**config.mk**
```make
export PLATFORM = sky130hd
export DESIGN_NAME = supply_monitor_flag_logic
export DESIGN_NICKNAME = d
export VERILOG_FILES = /design/src/pkg/supply_monitor_pkg.sv /design/src/pkg/cmp_filter_if.sv /design/src/core/cmp_glitch_filter.sv /design/src/core/supply_monitor_flag_logic.sv
export SDC_FILE = /design/constraint.sdc
export NUM_CORES = 1
export LEC_CHECK = 0
export BUFFER_PORTS_ARGS = -buffer_cell sky130_fd_sc_hd__buf_2
export CORE_ASPECT_RATIO = 0.75
export CORE_MARGIN = 4
export CORE_UTILIZATION = 45
export DETAILED_ROUTE_END_ITERATION = 12
export GPL_TIMING_DRIVEN = 0
export PLACE_DENSITY = 0.67
export RECOVER_POWER = 50
export SLEW_MARGIN = 20
export SYNTH_ARGS = -nofsm -noshare
export SYNTH_HDL_FRONTEND = slang
export SYNTH_SLANG_ARGS = --single-unit
export TNS_END_PERCENT = 5
```
**constraint.sdc**
```tcl
create_clock -name clk -period 2.3 [get_ports clk]
set_clock_uncertainty 0.1 [all_clocks]
set_input_delay 0.46 -clock clk [delete_from_list [all_inputs] [get_ports clk]]
set_output_delay 0.46 -clock clk [all_outputs]
set_load 0.005 [all_outputs]
```
**src/pkg/supply_monitor_pkg.sv**
```systemverilog
// shared constants and types for the supply monitor flag logic
package supply_monitor_pkg;
  localparam logic [7:0] CTRL_ADDR = 8'hdf;
  localparam logic [7:0] CTRL_RESET = 8'hde;
  localparam int BIT_DIG_CMP = 7;
  localparam int BIT_ANA_CMP = 6;
  localparam int BIT_LOW_FLAG = 5;
  localparam int BIT_DTRIP_HI = 4;
  localparam int BIT_DTRIP_LO = 3;
  localparam int BIT_ATRIP_HI = 2;
  localparam int BIT_ATRIP_LO = 1;
  localparam int BIT_ENABLE = 0;
  // trip encodings, millivolts
  localparam int TRIP_00_MV = 4630;
  localparam int TRIP_01_MV = 3080;
  localparam int TRIP_10_MV = 2930;
  localparam int TRIP_11_MV = 2630;
  localparam int CLK_MHZ = 250;
  localparam int HOLD_MS = 250;
  localparam longint HOLD_CYCLES = longint'(HOLD_MS) * 1000 * CLK_MHZ;
  localparam int GLITCH_CYCLES = 4;
  localparam int HOLD_W = 27;
  typedef enum logic [1:0] {
    ST_IDLE = 2'b00,
    ST_FAULT = 2'b01,
    ST_HOLD = 2'b10
  } mon_state_t;
endpackage

```
**src/pkg/cmp_filter_if.sv**
```systemverilog
// carrier between top and glitch filter
`timescale 1ns/1ns
interface cmp_filter_if;
  logic dig_raw;
  logic ana_raw;
  logic dig_good;
  logic ana_good;
  modport top (output dig_raw, output ana_raw, input dig_good, input ana_good);
  modport filt (input dig_raw, input ana_raw, output dig_good, output ana_good);
endinterface

```
**src/core/cmp_glitch_filter.sv**
```systemverilog
// glitch filter for the two comparator outputs
`timescale 1ns/1ns
module cmp_glitch_filter
  import supply_monitor_pkg::*;
#(
  parameter int STABLE = GLITCH_CYCLES
)(
  input wire logic clk,
  input wire logic rst,
  cmp_filter_if.filt f
);
  logic [1:0] raw;
  logic [1:0] good;
  logic [7:0] cnt [2];
  assign raw = {f.ana_raw, f.dig_raw};
  assign f.dig_good = good[0];
  assign f.ana_good = good[1];
  // output follows raw only after raw differs for STABLE cycles
  for (genvar i = 0; i < 2; i++)
  begin : g_ch
    always_ff @(posedge clk)
    begin
      if (rst)
      begin
        good[i] <= 1'b1;
        cnt[i] <= 8'h00;
      end
      else if (raw[i] == good[i])
        cnt[i] <= 8'h00;
      else if (cnt[i] == 8'(STABLE - 1))
      begin
        good[i] <= raw[i];
        cnt[i] <= 8'h00;
      end
      else
        cnt[i] <= cnt[i] + 8'h01;
    end
  end
endmodule

```
**src/core/supply_monitor_flag_logic.sv**
```systemverilog
// supply monitor control register, low-supply flag and hold-off timer
// Operation
// - when enabled, watch both supplies against one of four selectable trips.
// - interrupt request raised only when flag set and core enable bit set.
// - after both comparators recover and stay high, run hold-off then clear flag.
// - hardware clears the flag only after the failing supply is good for at least 250 ms.
// - short comparator glitches are filtered and cannot set the flag.
// - bit 7 is read-only live digital comparator state.
// - bit 6 is read-only live analog comparator state.
// - flag bit 5 is set whenever either filtered comparator is low.
// - software may write the flag; clears ignored while a comparator is low.
// - bits 4:3 select digital trip level 4.63, 3.08, 2.93, 2.63 V.
// - bits 2:1 select analog trip level with the same encoding.
// - bit 0 enables the monitor when 1, disables when 0.
`timescale 1ns/1ns
module supply_monitor_flag_logic
  import supply_monitor_pkg::*;
#(
  parameter longint HOLD_COUNT = HOLD_CYCLES
)(
  input wire logic clk,
  input wire logic rst,
  input wire logic [7:0] sfr_addr,
  input wire logic [7:0] sfr_wdata,
  input wire logic sfr_wr,
  output logic [7:0] sfr_rdata,
  input wire logic dig_supply_cmp,
  input wire logic ana_supply_cmp,
  input wire logic supply_irq_enable,
  output logic [1:0] digital_trip_select,
  output logic [1:0] analog_trip_select,
  output logic supply_monitor_enable,
  output logic supply_low_flag,
  output logic supply_irq
);
  localparam logic [HOLD_W-1:0] HOLD_LAST = HOLD_W'(HOLD_COUNT - 1);

  cmp_filter_if cf ();
  mon_state_t state;
  mon_state_t next_state;
  logic [HOLD_W-1:0] hold_cnt;
  logic digital_supply_compare;
  logic analog_supply_compare;
  logic [4:0] ctrl_bits;
  logic [HOLD_W-1:0] good_run;

  // comparators are forced good while the monitor is disabled
  assign cf.dig_raw = dig_supply_cmp | ~ctrl_bits[BIT_ENABLE];
  assign cf.ana_raw = ana_supply_cmp | ~ctrl_bits[BIT_ENABLE];

  cmp_glitch_filter #(.STABLE(GLITCH_CYCLES)) u_filt (
    .clk(clk),
    .rst(rst),
    .f(cf)
  );

  // decode and status terms
  wire ctrl_wr = sfr_wr && (sfr_addr == CTRL_ADDR);
  wire any_low = ~cf.dig_good | ~cf.ana_good;
  wire sw_flag = sfr_wdata[BIT_LOW_FLAG];
  wire hold_done = (state == ST_HOLD) && (hold_cnt == HOLD_LAST) && !any_low;
  wire [7:0] read_value = {digital_supply_compare, analog_supply_compare,
                           supply_low_flag, ctrl_bits[4:1], ctrl_bits[0]};

  // flag state machine
  always_comb
  begin
    next_state = state;
    case (state)
      ST_IDLE:
        if (any_low)
          next_state = ST_FAULT;
      ST_FAULT:
        if (!any_low)
          next_state = ST_HOLD;
      ST_HOLD:
        if (any_low)
          next_state = ST_FAULT;
        else if (hold_done)
          next_state = ST_IDLE;
      default:
        next_state = ST_IDLE;
    endcase
  end

  always_ff @(posedge clk)
  begin
    if (rst)
      state <= ST_IDLE;
    else
      state <= next_state;
  end

  // hold-off counter restarts from zero on every entry
  always_ff @(posedge clk)
  begin
    if (rst || state != ST_HOLD || any_low)
      hold_cnt <= '0;
    else
      hold_cnt <= hold_cnt + 1'b1;
  end

  // run of good cycles since a filtered comparator was last low, saturating
  always_ff @(posedge clk)
  begin
    if (rst || any_low)
      good_run <= '0;
    else if (good_run != '1)
      good_run <= good_run + 1'b1;
  end

  // control bits, trip selects and enable
  always_ff @(posedge clk)
  begin
    if (rst)
      ctrl_bits <= CTRL_RESET[4:0];
    else if (ctrl_wr)
      ctrl_bits <= sfr_wdata[4:0];
  end

  // low-supply flag: hardware set wins over software clear
  always_ff @(posedge clk)
  begin
    if (rst)
      supply_low_flag <= CTRL_RESET[BIT_LOW_FLAG];
    else if (any_low)
      supply_low_flag <= 1'b1;
    else if (ctrl_wr)
      supply_low_flag <= sw_flag;
    else if (hold_done)
      supply_low_flag <= 1'b0;
  end

  // registered outputs
  always_ff @(posedge clk)
  begin
    if (rst)
    begin
      digital_supply_compare <= CTRL_RESET[BIT_DIG_CMP];
      analog_supply_compare <= CTRL_RESET[BIT_ANA_CMP];
      digital_trip_select <= CTRL_RESET[BIT_DTRIP_HI:BIT_DTRIP_LO];
      analog_trip_select <= CTRL_RESET[BIT_ATRIP_HI:BIT_ATRIP_LO];
      supply_monitor_enable <= CTRL_RESET[BIT_ENABLE];
      supply_irq <= 1'b0;
      sfr_rdata <= CTRL_RESET;
    end
    else
    begin
      digital_supply_compare <= cf.dig_raw;
      analog_supply_compare <= cf.ana_raw;
      digital_trip_select <= ctrl_bits[4:3];
      analog_trip_select <= ctrl_bits[2:1];
      supply_monitor_enable <= ctrl_bits[0];
      supply_irq <= supply_low_flag & supply_irq_enable;
      sfr_rdata <= read_value;
    end
  end

  // checks on the interrupt path
  a_irq_gated: assert property (@(posedge clk) disable iff (rst)
    supply_irq |-> $past(supply_irq_enable) && $past(supply_low_flag))
    else $error("interrupt raised without enable or flag");
  a_irq_follow: assert property (@(posedge clk) disable iff (rst)
    supply_low_flag && supply_irq_enable |=> supply_irq)
    else $error("interrupt missing while flag and enable are set");
  // checks on the low-supply flag
  a_flag_on_low: assert property (@(posedge clk) disable iff (rst)
    any_low |=> supply_low_flag)
    else $error("flag not set while a comparator is low");
  a_no_sw_clear: assert property (@(posedge clk) disable iff (rst)
    ctrl_wr && !sw_flag && any_low |=> supply_low_flag)
    else $error("flag cleared during fault");
  a_sw_set: assert property (@(posedge clk) disable iff (rst)
    ctrl_wr && sw_flag |=> supply_low_flag)
    else $error("software set of the flag lost");
  a_clear_only_hold: assert property (@(posedge clk) disable iff (rst)
    $fell(supply_low_flag) |-> $past(hold_done) || $past(ctrl_wr))
    else $error("flag cleared without hold-off or write");
  a_flag_kept: assert property (@(posedge clk) disable iff (rst)
    supply_low_flag && !ctrl_wr && !hold_done |=> supply_low_flag)
    else $error("flag dropped before hold-off ended");
  // checks on the hold-off timer
  a_hold_start: assert property (@(posedge clk) disable iff (rst)
    state == ST_FAULT && !any_low |=> state == ST_HOLD && hold_cnt == '0)
    else $error("hold-off not started on recovery");
  a_hold_clear: assert property (@(posedge clk) disable iff (rst)
    hold_done && !ctrl_wr |=> !supply_low_flag)
    else $error("flag not cleared when hold-off expired");
  a_hold_abandon: assert property (@(posedge clk) disable iff (rst)
    state == ST_HOLD && any_low |=> state == ST_FAULT && hold_cnt == '0)
    else $error("hold-off not abandoned on new fault");
  a_hold_full: assert property (@(posedge clk) disable iff (rst)
    hold_done |-> good_run > HOLD_LAST)
    else $error("hold-off ended early");
  // checks on the glitch filter
  a_glitch_block: assert property (@(posedge clk) disable iff (rst)
    $fell(cf.dig_good) |-> $past(!cf.dig_raw, 1) && $past(!cf.dig_raw, 2)
    && $past(!cf.dig_raw, 3) && $past(!cf.dig_raw, 4))
    else $error("glitch passed the digital filter");
  a_glitch_ana: assert property (@(posedge clk) disable iff (rst)
    $fell(cf.ana_good) |-> $past(!cf.ana_raw, 1) && $past(!cf.ana_raw, 2)
    && $past(!cf.ana_raw, 3) && $past(!cf.ana_raw, 4))
    else $error("glitch passed the analog filter");
  // checks on the register view and the control outputs
  a_cmp_bit: assert property (@(posedge clk) disable iff (rst)
    digital_supply_compare == $past(cf.dig_raw))
    else $error("digital compare bit stale");
  a_ana_bit: assert property (@(posedge clk) disable iff (rst)
    analog_supply_compare == $past(cf.ana_raw))
    else $error("analog compare bit stale");
  a_rdata_flag: assert property (@(posedge clk) disable iff (rst)
    sfr_rdata[BIT_LOW_FLAG] == $past(supply_low_flag))
    else $error("read flag bit differs from flag");
  a_trip_sel: assert property (@(posedge clk) disable iff (rst)
    ctrl_wr |=> ##1 digital_trip_select == $past(sfr_wdata[4:3], 2))
    else $error("trip select not applied");
  a_ana_trip: assert property (@(posedge clk) disable iff (rst)
    ctrl_wr |=> ##1 analog_trip_select == $past(sfr_wdata[2:1], 2))
    else $error("analog trip select not applied");
  a_enable_bit: assert property (@(posedge clk) disable iff (rst)
    ctrl_wr |=> ##1 supply_monitor_enable == $past(sfr_wdata[BIT_ENABLE], 2))
    else $error("enable bit not applied");
  a_disable: assert property (@(posedge clk) disable iff (rst)
    !ctrl_bits[BIT_ENABLE] [*5] |-> !any_low)
    else $error("fault seen while the monitor is disabled");
endmodule

```
# Word level (Yosys, flattened, before mapping)
# Memory sizes are Yosys's and may differ from the RTL's.
# Cells that the tools add are included.
[word_totals]
elab_cells = 93
ramBits = 16
memories = 1
out_inout_bits = 15
register_bits = 53
in_bits = 22
[memory_table]
columns = ["name", "words", "width", "read_ports", "rd_clocked_by_memory_dff", "wr", "line", "text"]
rows = [
  ["u_filt.cnt", 2, 8, 2, 0, 2, "cmp_glitch_filter.sv:14", "logic [7:0] cnt [2];"],
]
[op_classes]
eq_ne = 12
n_mux = 38
reduce_logical = 11
bitwise = 15
n_addsub = 3
[ops]
columns = ["operator", "n"]
rows = [
  ["8-bit 2-to-1 mux", 6],
  ["27-bit by 1-bit adder with 27-bit output (second input constant)", 1],
  ["27-bit by 26-bit == test with 1-bit output (second input constant)", 1],
  ["1-bit 2-to-1 mux", 27],
  ["8-bit by 1-bit adder with 8-bit output (second input constant)", 2],
  ["8-bit by 2-bit == test with 1-bit output (second input constant)", 2],
  ["1-bit OR", 9],
  ["8-bit == test (second input constant)", 1],
  ["2-bit 2-to-1 mux", 4],
  ["2-bit inequality test (second input constant)", 3],
  ["2-bit case mux with 3 select lines", 1],
  ["1-bit inverter", 5],
  ["2-bit AND reduction", 2],
  ["1-bit logical AND", 3],
  ["3-bit inequality test (second input constant)", 1],
  ["3-bit AND reduction", 1],
  ["3-bit nonzero test", 1],
  ["1-bit == test", 2],
  ["2-bit by 1-bit == test with 1-bit output (second input constant)", 1],
  ["2-bit == test (second input constant)", 1],
  ["2-bit logical NOT", 1],
  ["1-bit logical OR", 2],
  ["1-bit bitwise AND", 1],
  ["1-bit logical NOT", 1],
]

# Depth between registers and ports, before layout
# Gate-level depths: netlist of the first run.
[logic_depth]
word_depth = 9
depth_mapped = 6
ltp_nobuf = 5

# By module
# Synthesis of the first run repeated with hierarchy kept, for this count alone.
[unflattened]
cells_unflattened = 307
hier_area_um2 = 2986.6
[modules_own_cells]
columns = ["mod", "area_per_inst_um2", "seq_area_each_um2", "cells_each", "instances"]
rows = [
  ["supply_monitor_flag_logic", 2010.7, 920.9, 217, 1],
  ["cmp_glitch_filter", 975.9, 520.5, 90, 1],
]

# Worst setup path before layout of the first run
# Ideal clock, no wire load.
[synth_path]
kind = "reg2reg"
from = "memory u_filt.cnt[1][0]"
to = "memory u_filt.cnt[1][2] (data pin)"
arrival_time_ps = 1887
t_required_ps = 1937
slack_ps = 50
synth_period_minus_slack_ps = 2250
path_stages_with_launch = 7
n_path_buf = 1
setup_ps = 263
cell_sequence = "edfxtp_1 -> ha_1 -> or4b_2 -> nor4_1 -> or3_1 -> clkbuf_1 -> nor2_1"
[synth_rtl]
columns = ["item", "line"]
rows = [
  ["from (decl)", "cmp_glitch_filter.sv:14"],
]

==> impl_metrics.py, run 1 <==
metrics = {
    "final_layout": {
        "diodes": 0,
        "final_core_util_pct": 55.8,
        "stdcell_area_um2": 3330,
        "drive_gt1_share_pct": 17.1,
        "nets": 376,
        "layout_common_cells": "48 x dfxtp_1, 36 x nor2_1, 24 x buf_2, 23 x nand3_1, 22 x clkbuf_1",
        "syn2layout_area_growth_pct": 16.8,
        "final_common_cell": "dfxtp_1",
    },
    "power_and_ir_drop": {
        "switching_share_pct": 21.6,
        "power.switching_uw": 433,
        "p_clk_share_pct": 39.4,
        "seq_power_share_pct": 58.5,
        "combPwrFrac_pct": 2.2,
        "p_leak_nw": 1.14,
        "ir_drop_mv": 0.439,
        "p_int_mw": 1.57,
        "p_per_area_nw_per_um2": 602,
    },
    "critical_path": {
        "path_cells": "ha_1, or4b_2, nor4_4, or3_4, nor2_1",
        "cp-end-kind": "flop",
        "cp_top_family": "simple AND/OR/NAND/NOR gates",
        "critical_path.max_stage_delay_ns": 0.65,
        "worstPathRequired_ns": 2.28,
        "path_max_fanout": 8,
        "worstSetupPathType": "flop to flop",
        "path_buf_inv": 0,
        "cp_slowest_cell": "or4b_2",
        "worstPathArrival_ns": 2.14,
        "start_kind": "flop",
    },
    "floorplanning": {
        "start_util_pct": 47.8,
        "fp.dieH_um": 77.0,
        "ioPinCount": 37,
        "rows": 24,
        "die_area_um2": 7690,
        "core_um2": 5980,
        "die_x_um": 100,
    },
    "clocking": {
        "clock-sinks": 64,
        "hold_buffers": 0,
        "htreeDepth": 3,
        "cts_buffer_depth": 2,
        "numCtsBuffers": 9,
        "root_buffer": "clkbuf_8",
        "clk_pin_slew_ns": 0.07,
        "clock_latency_ns": 0.33,
        "cts_tree": "yes",
    },
    "drt": {
        "via_per_inst": 5.19,
        "first_iter_violations": 134,
        "drc": 0,
        "vias": 2254,
        "dr.pass1.iters": 4,
        "routed_wl_um": 5630,
        "wl_per_cell_um": 13.0,
        "ant_nets": 0,
    },
    "yosys": {
        "synth_ff_type": "dfxtp_1",
        "synth.distinct_cells": 39,
        "avgSynthCellArea_um2": 9.77,
        "synth-seq-cells": 64,
        "yosys_warnings": 0,
        "synthArstFlopShare_pct": 0,
        "synth_edf_count": 16,
        "ys_seq_area_share_pct": 50.5,
        "netlist_area_um2": 2850,
        "synthCells": 292,
    },
    "grt": {
        "grt_usage_pct": 16.1,
        "grt_pass1_wl_um": 9940,
        "grt_max_degree": 11,
        "antenna_found_initial": 0,
        "grt_pass1_vias": 2171,
        "grt.overflow.total": 0,
    },
    "sta": {
        "relSlewSlack_pct": 59.2,
        "final_max_slew_viol_count": 0,
        "worst_pin_slew_ns": 0.607,
        "final_hold_viol_count": 0,
        "hold_slack_ns": 0.226,
        "setup_violations": 0,
        "max_freq_ghz": 0.463,
        "fin_crit_sh_pct": 93.9,
        "rsz0062_at_grt": "no",
        "min_period_ns": 2.16,
        "layout_setup_ws_ns": 0.140,
    },
    "run_status": {
        "status": "completed",
    },
    "job": {
        "maxCapViolations": 0,
    },
    "place": {
        "gp_congestion": 0.783,
        "io_buffer_count": 34,
        "place_hpwl_um": 4100,
        "place_area_um2": 3180,
        "preCtsSetupSlack_ns": -0.269,
    },
    "hold_path": {
        "holdCritPathClass": "primary input to flop",
    },
}
==> cell type report <==
class / instances / area, µm²
clock inverter: 2 / 10.0
buffer: 14 / 78.8
tap: 78 / 97.6
clock buffer: 14 / 143
sequential: 64 / 1440
timing repair buffer: 34 / 158
multi-input combinational: 224 / 1390
inverter: 4 / 15.0
fill: 552 / 2640
==> per-stage QoR <==
stage          cells  TNS, ns  total power [mW]
2_1_floorplan    307        0              1.22
3_3_place_gp     419    -1.91              1.24
3_5_place_dp     419    -2.05              1.24
4_1_cts          434        0              2.03
5_1_grt          434        0              2.09
6_report         434        0              2.01
==> final timing paths <==
kind | start | endpoint | slack, ns | cells after the start
setup / recovery | u_filt.cnt[1][0]$_SDFFCE_PN0P_ | u_filt.cnt[1][2]$_SDFFCE_PN0P_ | 0.14 | 5
hold / removal | supply_irq_enable | supply_irq$_SDFF_PP0_ | 0.23 | 2
setup reg to reg | u_filt.cnt[1][0]$_SDFFCE_PN0P_ | u_filt.cnt[1][2]$_SDFFCE_PN0P_ | 0.14 | 5
hold reg to reg | digital_supply_compare$_SDFF_PP1_ | sfr_rdata[7]$_SDFF_PP1_ | 0.31 | 1
==> cells in the mapped netlist, drive strengths merged, types with 5 or more instances <==
master,instances,area (µm²)
or4,5,41.3
buf,6,48.8
nand2b,8,50.1
a21oi,10,50.1
nand2,10,37.5
nand3,23,115
xnor2,13,114
or3,7,47.5
nor2,36,135
or2,10,62.6
clkbuf,9,33.8
nand4,9,71.3
and3,8,50.1
nor4,8,50.1
dfxtp,48,961
o21ai,7,35.0
edfxtp,16,480
xor2,14,123
nor2b,6,37.5
==> timing repair <==
action	CTS	global route
cloned	0	0
buffers inserted	0	0
endpoints found under the setup margin	8	5
gates resized for setup	2	1
==> cell families (layout without fill, tap and decap cells) <==
kind of cell | after synthesis | in the layout | synth area share [%]
adder cells (fa/ha/maj) | 3 | 3 | 1.32
buffers and inverters | 19 | 68 | 3.42
XOR/XNOR | 27 | 27 | 8.29
other | 1 | 16 | 0.131
AND/OR/NAND/NOR | 145 | 145 | 28.5
AO/OA/AOI/OAI | 29 | 29 | 6.44
multiplexers | 4 | 4 | 1.40
flip-flops | 64 | 64 | 50.5
==> routing by layer <==
metal / GRT usage (%) / share of wire [%]
met5: 0 / 0
met4: 5.46 / 1.5
met3: 5.26 / 7.9
met2: 23.2 / 42
met1: 22.4 / 49
==> registers in the layout, indices dropped and copies added (netlist names) <==
name and count:
analog_supply_compare 1, ctrl_bits 5, digital_supply_compare 1, hold_cnt 27
sfr_rdata 8, state 2, supply_irq 1, supply_low_flag 1
u_filt.cnt 16, u_filt.f.ana_good 1, u_filt.f.dig_good 1
==> power by group through the flow <==
stage | Sequential [mW] | Clock [mW] | Combinational [mW]
after global placement | 1.20 | 0 | 0.0425
after detailed placement | 1.20 | 0 | 0.0426
after global routing | 1.17 | 0.861 | 0.0504
final | 1.17 | 0.790 | 0.0435
after CTS | 1.17 | 0.817 | 0.0430
after floorplan | 1.19 | 0 | 0.0221
No activity file was read; power rests on OpenSTA's default activity.
==> run 2, diff against run 1 <==
--- a/config.mk
+++ b/config.mk
@@ -5,6 +5,7 @@
 export SDC_FILE = /design/constraint.sdc
 export NUM_CORES = 1
 export LEC_CHECK = 0
+export ABC_AREA = 1
 export BUFFER_PORTS_ARGS = -buffer_cell sky130_fd_sc_hd__buf_2
 export CORE_ASPECT_RATIO = 0.75
 export CORE_MARGIN = 4
==> run 2 against run 1 <==
- maximum frequency up 15%
- critical endpoint is now u_filt.cnt[0][7]$_SDFFCE_PN0P_
- synthesized area up 8.4%
- non-clock buffer count down 5
- sequential power about the same
- cell count up 28%
==> impl_metrics.py, run 2 <==
metrics = {
    "run_status": {
        "status": "completed",
    },
    "drt": {
        "dr.pass1.iters": 5,
        "drc": 0,
        "routed_wl_um": 6380,
        "via_per_inst": 4.77,
        "vias": 2650,
        "ant_nets": 0,
        "wl_per_cell_um": 11.5,
        "first_iter_violations": 189,
    },
    "place": {
        "io_buffer_count": 34,
        "place_hpwl_um": 4890,
        "preCtsSetupSlack_ns": 0.415,
        "gp_congestion": 0.861,
    },
    "grt": {
        "grt_util_met3_pct": 6.47,
        "grt_util_met1_pct": 23.4,
        "use_met2_pct": 24.5,
        "grt_max_degree": 14,
        "antenna_found_initial": 0,
        "grt_usage_pct": 17.0,
        "grt_pass1_vias": 2406,
        "grt.overflow.total": 0,
        "grt_pass1_wl_um": 11000,
        "busiest_layer": "met2",
    },
    "power_and_ir_drop": {
        "p_clk_share_pct": 46.2,
        "ir_drop_mv": 0.320,
        "p_leak_nw": 1.34,
        "switching_share_pct": 22.8,
        "power.switching_uw": 521,
        "power_mw": 2.28,
        "seq_power_share_pct": 51.4,
        "combPwrFrac_pct": 2.4,
        "p_int_mw": 1.76,
        "p_per_area_nw_per_um2": 628,
    },
    "floorplanning": {
        "rows": 25,
        "die_area_um2": 8280,
        "fp.dieH_um": 79.8,
        "core_um2": 6470,
        "ioPinCount": 37,
        "die_x_um": 104,
        "start_util_pct": 47.8,
    },
    "final_layout": {
        "layout_common_cells": "97 x nand2_1, 75 x nor2_1, 48 x dfxtp_1, 38 x inv_1, 29 x buf_2",
        "final_common_cell": "nand2_1",
        "reg_top3": "hold_cnt x27, u_filt.cnt x16, sfr_rdata x8",
        "drive_gt1_share_pct": 16.6,
        "diodes": 0,
        "nets": 495,
        "largest_register": "hold_cnt",
        "syn2layout_area_growth_pct": 17.6,
        "largest_reg_flops": 27,
    },
    "clocking": {
        "clk_pin_slew_ns": 0.07,
        "root_buffer": "clkbuf_8",
        "htreeDepth": 3,
        "cts_buffer_depth": 2,
        "post_cts_buffers": 0,
        "cts_tree": "yes",
        "post_cts_resized": 0,
        "clock-sinks": 64,
        "hold_buffers": 0,
        "numCtsBuffers": 9,
        "clock_latency_ns": 0.35,
    },
    "yosys": {
        "synthCells": 410,
        "synth.distinct_cells": 32,
        "synthTopCellsByCount": "97 x nand2_1, 75 x nor2_1, 48 x dfxtp_1, 36 x inv_1",
        "yosys.cell_count.top_type": "nand2_1",
        "synth_top_area_cell": "dfxtp_1",
        "synth-seq-cells": 64,
        "yosys_warnings": 0,
        "netlist_area_um2": 3090,
        "yosysTopAreaCellShare_pct": 31.1,
        "synth_ff_type": "dfxtp_1",
        "ys_top_cells_by_area": "dfxtp_1 31%, edfxtp_1 16%, nand2_1 12%",
        "avgSynthCellArea_um2": 7.54,
        "ys_seq_area_share_pct": 46.6,
        "synthArstFlopShare_pct": 0,
        "synth_edf_count": 16,
    },
    "critical_path": {
        "path_max_fanout": 8,
        "critical_path.max_stage_delay_ns": 0.38,
        "worstPathArrival_ns": 1.88,
        "start_kind": "flop",
        "worstSetupPathType": "flop to flop",
        "cp_slowest_cell": "edfxtp_1",
        "worstPathRequired_ns": 2.29,
        "path_cells": "ha_1, inv_1, or2_1, nor3_1, nand2_1, nand3_1, nor2_1",
        "cp-end-kind": "flop",
    },
    "sta": {
        "relSlewSlack_pct": 60.3,
        "tns_ns": 0,
        "layout_setup_ws_ns": 0.416,
        "max_freq_ghz": 0.531,
        "fin_crit_sh_pct": 81.9,
        "final_hold_viol_count": 0,
        "rsz0062_at_grt": "no",
        "min_period_ns": 1.88,
        "worst_pin_slew_ns": 0.595,
        "final_max_slew_viol_count": 0,
        "setup_violations": 0,
        "hold_slack_ns": 0.244,
    },
    "hold_path": {
        "holdCritPathClass": "primary input to flop",
    },
    "job": {
        "maxCapViolations": 0,
    },
}
[run 2: cell families after synthesis]
| group | share of synthesized area [%] |
|---|---|
| fa+ha+maj | 1.21 |
| flops | 46.6 |
| compound gates | 5.99 |
| simple gates | 34.9 |
| other cells | 0.121 |
| xor+xnor | 4.25 |
| buf+inv | 6.92 |
[run 2: power groups by stage]
stage	registers, mW	clock network, mW	logic [mW]
CTS	1.17	1.08	0.0552
finish	1.17	1.06	0.0547
detailed placement	1.20	0	0.0548
global route	1.17	1.13	0.0641
global placement	1.20	0	0.0536
floorplan	1.20	0	0.0312
[run 2: area by class of cell]
cell class	instances	area, µm²
multi-input cells	309	1490
plain buffers	9	52.6
well taps	81	101
fillers	611	2840
clock inverters	6	72.6
clock buffers	10	149
flip-flops and latches	64	1440
inverters	43	161
repair buffers	34	164
[run 2: stage by stage]
step,cell area (µm²),std cells,util (%)
2_1_floorplan,3150,425,-
3_3_place_gp,3420,540,52.8
3_5_place_dp,3420,540,52.8
4_1_cts,3640,556,56.3
5_1_grt,3640,556,56.2
6_report,3640,556,56.2
[run 2: final timing paths]
| path | cells after the start | slack (ns) | endpoint | startpoint |
|---|---|---|---|---|
| setup reg to reg | 7 | 0.42 | u_filt.cnt[0][7]$_SDFFCE_PN0P_ | u_filt.cnt[0][0]$_SDFFCE_PN0P_ |
| setup / recovery | 7 | 0.42 | u_filt.cnt[0][7]$_SDFFCE_PN0P_ | u_filt.cnt[0][0]$_SDFFCE_PN0P_ |
| hold / removal | 3 | 0.24 | supply_irq$_SDFF_PP0_ | supply_irq_enable |
| hold reg to reg | 1 | 0.32 | sfr_rdata[7]$_SDFF_PP1_ | digital_supply_compare$_SDFF_PP1_ |
[run 2: critical path, delay by kind of cell (launching register included)]
kind / cells / cell delay (ns)
fa+ha+maj: 1 / 0.21
flops: 1 / 0.38
simple gates: 5 / 0.89
buf+inv: 1 / 0.06
[run 2: metal layers]
| layer | routed length (µm) | part of all wire [%] |
|---|---|---|
| met2 | 2450 | 38 |
| met5 | 0 | 0 |
| met1 | 3340 | 52 |
| met3 | 527 | 8.3 |
| met4 | 66 | 1.0 |
==> run 3, diff against run 2 <==
--- a/config.mk
+++ b/config.mk
@@ -12,7 +12,6 @@
 export CORE_UTILIZATION = 45
 export DETAILED_ROUTE_END_ITERATION = 12
 export GPL_TIMING_DRIVEN = 0
-export PLACE_DENSITY = 0.67
 export RECOVER_POWER = 50
 export SLEW_MARGIN = 20
 export SYNTH_ARGS = -nofsm -noshare
==> constraint.sdc (replaced) <==
create_clock -name clk -period 1.95 [get_ports clk]
set_clock_uncertainty 0.1 [all_clocks]
set_input_delay 0.39 -clock clk [delete_from_list [all_inputs] [get_ports clk]]
set_output_delay 0.39 -clock clk [all_outputs]
set_load 0.005 [all_outputs]
==> run 3 against run 2 <==
- combinational power is 16% higher
- maximum frequency is 8.5% higher
- via count is 0.83% lower
- count of clock-buffer cells in the layout is 1 lower
- sequential share of layout area is 0.054 points lower
- die area stayed put
- hold slack worse by 0.075 ns
- sequential cell count stayed put
- register-to-register slack worse by 0.20 ns
- non-clock buffer count stayed put
- critical path type unchanged
- largest power group unchanged
==> impl_metrics.py, run 3 (same netlist as run 2, synthesis figures left out) <==
metrics = {
    "critical_path": {
        "r2r_setup_slack_ns": 0.21,
        "r2r_end": "u_filt.cnt[0][7]$_SDFFCE_PN0P_",
        "cp-end-kind": "flop",
        "start_kind": "flop",
        "worstSetupPathType": "flop to flop",
        "path_max_fanout": 8,
        "worstPathRequired_ns": 1.95,
        "worstPathArrival_ns": 1.73,
        "r2r_start": "u_filt.cnt[0][0]$_SDFFCE_PN0P_",
        "r2r.worst_path.cells": 7,
    },
    "hold_path": {
        "hold_path_end": "supply_irq$_SDFF_PP0_",
        "holdCritPathClass": "primary input to flop",
        "hold_depth": 3,
        "hp-start": "supply_irq_enable",
    },
    "grt": {
        "grt_util_met1_pct": 24.0,
        "grt_pass1_wl_um": 10900,
        "grt.overflow.total": 0,
        "grt_max_degree": 14,
        "grt_pass1_vias": 2355,
        "grt_usage_pct": 16.6,
        "use_met2_pct": 22.9,
        "antenna_found_initial": 0,
        "grt_util_met3_pct": 5.66,
        "busiest_layer": "met1",
    },
    "sta": {
        "final_max_slew_viol_count": 0,
        "rsz0062_at_grt": "no",
        "worst_pin_slew_ns": 0.585,
        "setup_violations": 0,
        "relSlewSlack_pct": 61.0,
        "tns_ns": 0,
        "fin_crit_sh_pct": 89.1,
        "final_hold_viol_count": 0,
        "min_period_ns": 1.74,
        "max_freq_ghz": 0.576,
    },
    "clocking": {
        "root_buffer": "clkbuf_8",
        "cts_tree": "yes",
        "clock-sinks": 64,
        "hold_buffers": 0,
        "clock_latency_ns": 0.34,
        "htreeDepth": 3,
        "numCtsBuffers": 9,
        "clk_pin_slew_ns": 0.07,
        "cts_buffer_depth": 2,
    },
    "job": {
        "maxCapViolations": 0,
    },
    "power_and_ir_drop": {
        "switching_share_pct": 21.8,
        "p_per_area_nw_per_um2": 749,
        "seq_power_share_pct": 50.8,
        "combPwrFrac_pct": 2.3,
        "p_clk_share_pct": 46.9,
        "p_leak_nw": 1.34,
        "ir_drop_mv": 0.419,
        "p_int_mw": 2.13,
        "power.switching_uw": 594,
    },
    "drt": {
        "drc": 0,
        "wl_per_cell_um": 11.5,
        "routed_wl_um": 6420,
        "vias": 2628,
        "first_iter_violations": 175,
        "via_per_inst": 4.73,
        "dr.pass1.iters": 7,
        "ant_nets": 0,
    },
    "final_layout": {
        "num-fill-cells": 619,
        "reg_top3": "hold_cnt x27, u_filt.cnt x16, sfr_rdata x8",
        "drive_gt1_share_pct": 16.2,
        "largest_reg_flops": 27,
        "largest_register": "hold_cnt",
        "final_common_cell": "nand2_1",
        "seq_area_um2": 1440,
        "nets": 495,
        "syn2layout_area_growth_pct": 17.7,
        "layout_common_cells": "97 x nand2_1, 75 x nor2_1, 48 x dfxtp_1, 38 x inv_1, 26 x buf_2",
        "multi_input_area_um2": 1500,
        "fin_cells": 556,
        "diodes": 0,
    },
    "floorplanning": {
        "die_x_um": 104,
        "ioPinCount": 37,
        "die_area_um2": 8280,
        "core_um2": 6470,
        "start_util_pct": 47.8,
        "rows": 25,
        "fp.dieH_um": 79.8,
    },
    "place": {
        "gp_congestion": 0.934,
        "place_hpwl_um": 4880,
        "placedCellCount": 540,
        "io_buffer_count": 34,
    },
    "run_status": {
        "status": "completed",
    },
}
-- run 3: cell types whose count changed in the layout (fill, tap and decap cells not counted), sizes merged --
cell / before / now
bufinv: 1 / 2
inv: 45 / 46
clkbuf: 23 / 26
buf: 30 / 26
clkinvlp: 1 / 0
-- run 3: layer usage --
metal  wire length [µm]  vias up
met2               2470       77
li1                   -     1407
met4                 47        0
met3                469        4
met5                  0        -
met1               3430     1140
-- run 3: stage by stage --
stage,util (%),setup slack (ns),cell area [µm²],power [mW],hold slack (ns)
floorplan,-,0.342,3150,1.45,0.289
global placement,52.8,0.0615,3420,1.48,0.294
detailed placement,52.8,0.0553,3420,1.48,0.306
CTS,56.3,0.0446,3650,2.76,0.156
global route,56.2,0.0809,3640,2.83,0.189
finish,56.2,0.213,3640,2.73,0.169
-- run 3: critical path, stage by stage (launching register included) --
cell and delay (ns):
edfxtp_1 0.39, ha_1 0.22, inv_1 0.06, or2_1 0.24, nor3_2 0.13, nand2_1 0.12, nand3_2 0.17, nor2_1 0.07
-- run 3: cell type report --
class                   instances  area share [%]
clock inverters                 7            2.78
clock buffers                   9            3.40
multi-input cells             309            41.2
well taps                      81            2.78
plain buffers                   9            1.44
inverters                      43            4.43
repair buffers                 34            4.40
flip-flops and latches         64            39.6
-- run 3: what timing repair did --
action	4_1_cts	5_1_grt
setup buffers	0	0
resized for setup	0	2
setup endpoints to repair	0	8
-- run 3: how the worst max path moves through the flow --
stage,from,to,depth (start not counted)
6_report,u_filt.cnt[0][0]$_SDFFCE_PN0P_,u_filt.cnt[0][7]$_SDFFCE_PN0P_,7
5_1_grt,u_filt.cnt[0][0]$_SDFFCE_PN0P_,u_filt.cnt[0][7]$_SDFFCE_PN0P_,7
4_1_cts,u_filt.cnt[0][0]$_SDFFCE_PN0P_,u_filt.cnt[0][7]$_SDFFCE_PN0P_,7
3_5_place_dp,u_filt.cnt[0][0]$_SDFFCE_PN0P_,u_filt.cnt[0][7]$_SDFFCE_PN0P_,7
3_3_place_gp,u_filt.cnt[0][0]$_SDFFCE_PN0P_,u_filt.cnt[0][7]$_SDFFCE_PN0P_,7
2_1_floorplan,u_filt.cnt[0][0]$_SDFFCE_PN0P_,u_filt.cnt[0][7]$_SDFFCE_PN0P_,7
-- run 3: power by group through the flow --
stage	sequential, mW	clock (mW)	combinational, mW
4_1_cts	1.38	1.31	0.0644
5_1_grt	1.39	1.37	0.0749
6_report	1.38	1.28	0.0636
2_1_floorplan	1.41	0	0.0368
3_5_place_dp	1.41	0	0.0639
3_3_place_gp	1.41	0	0.0638
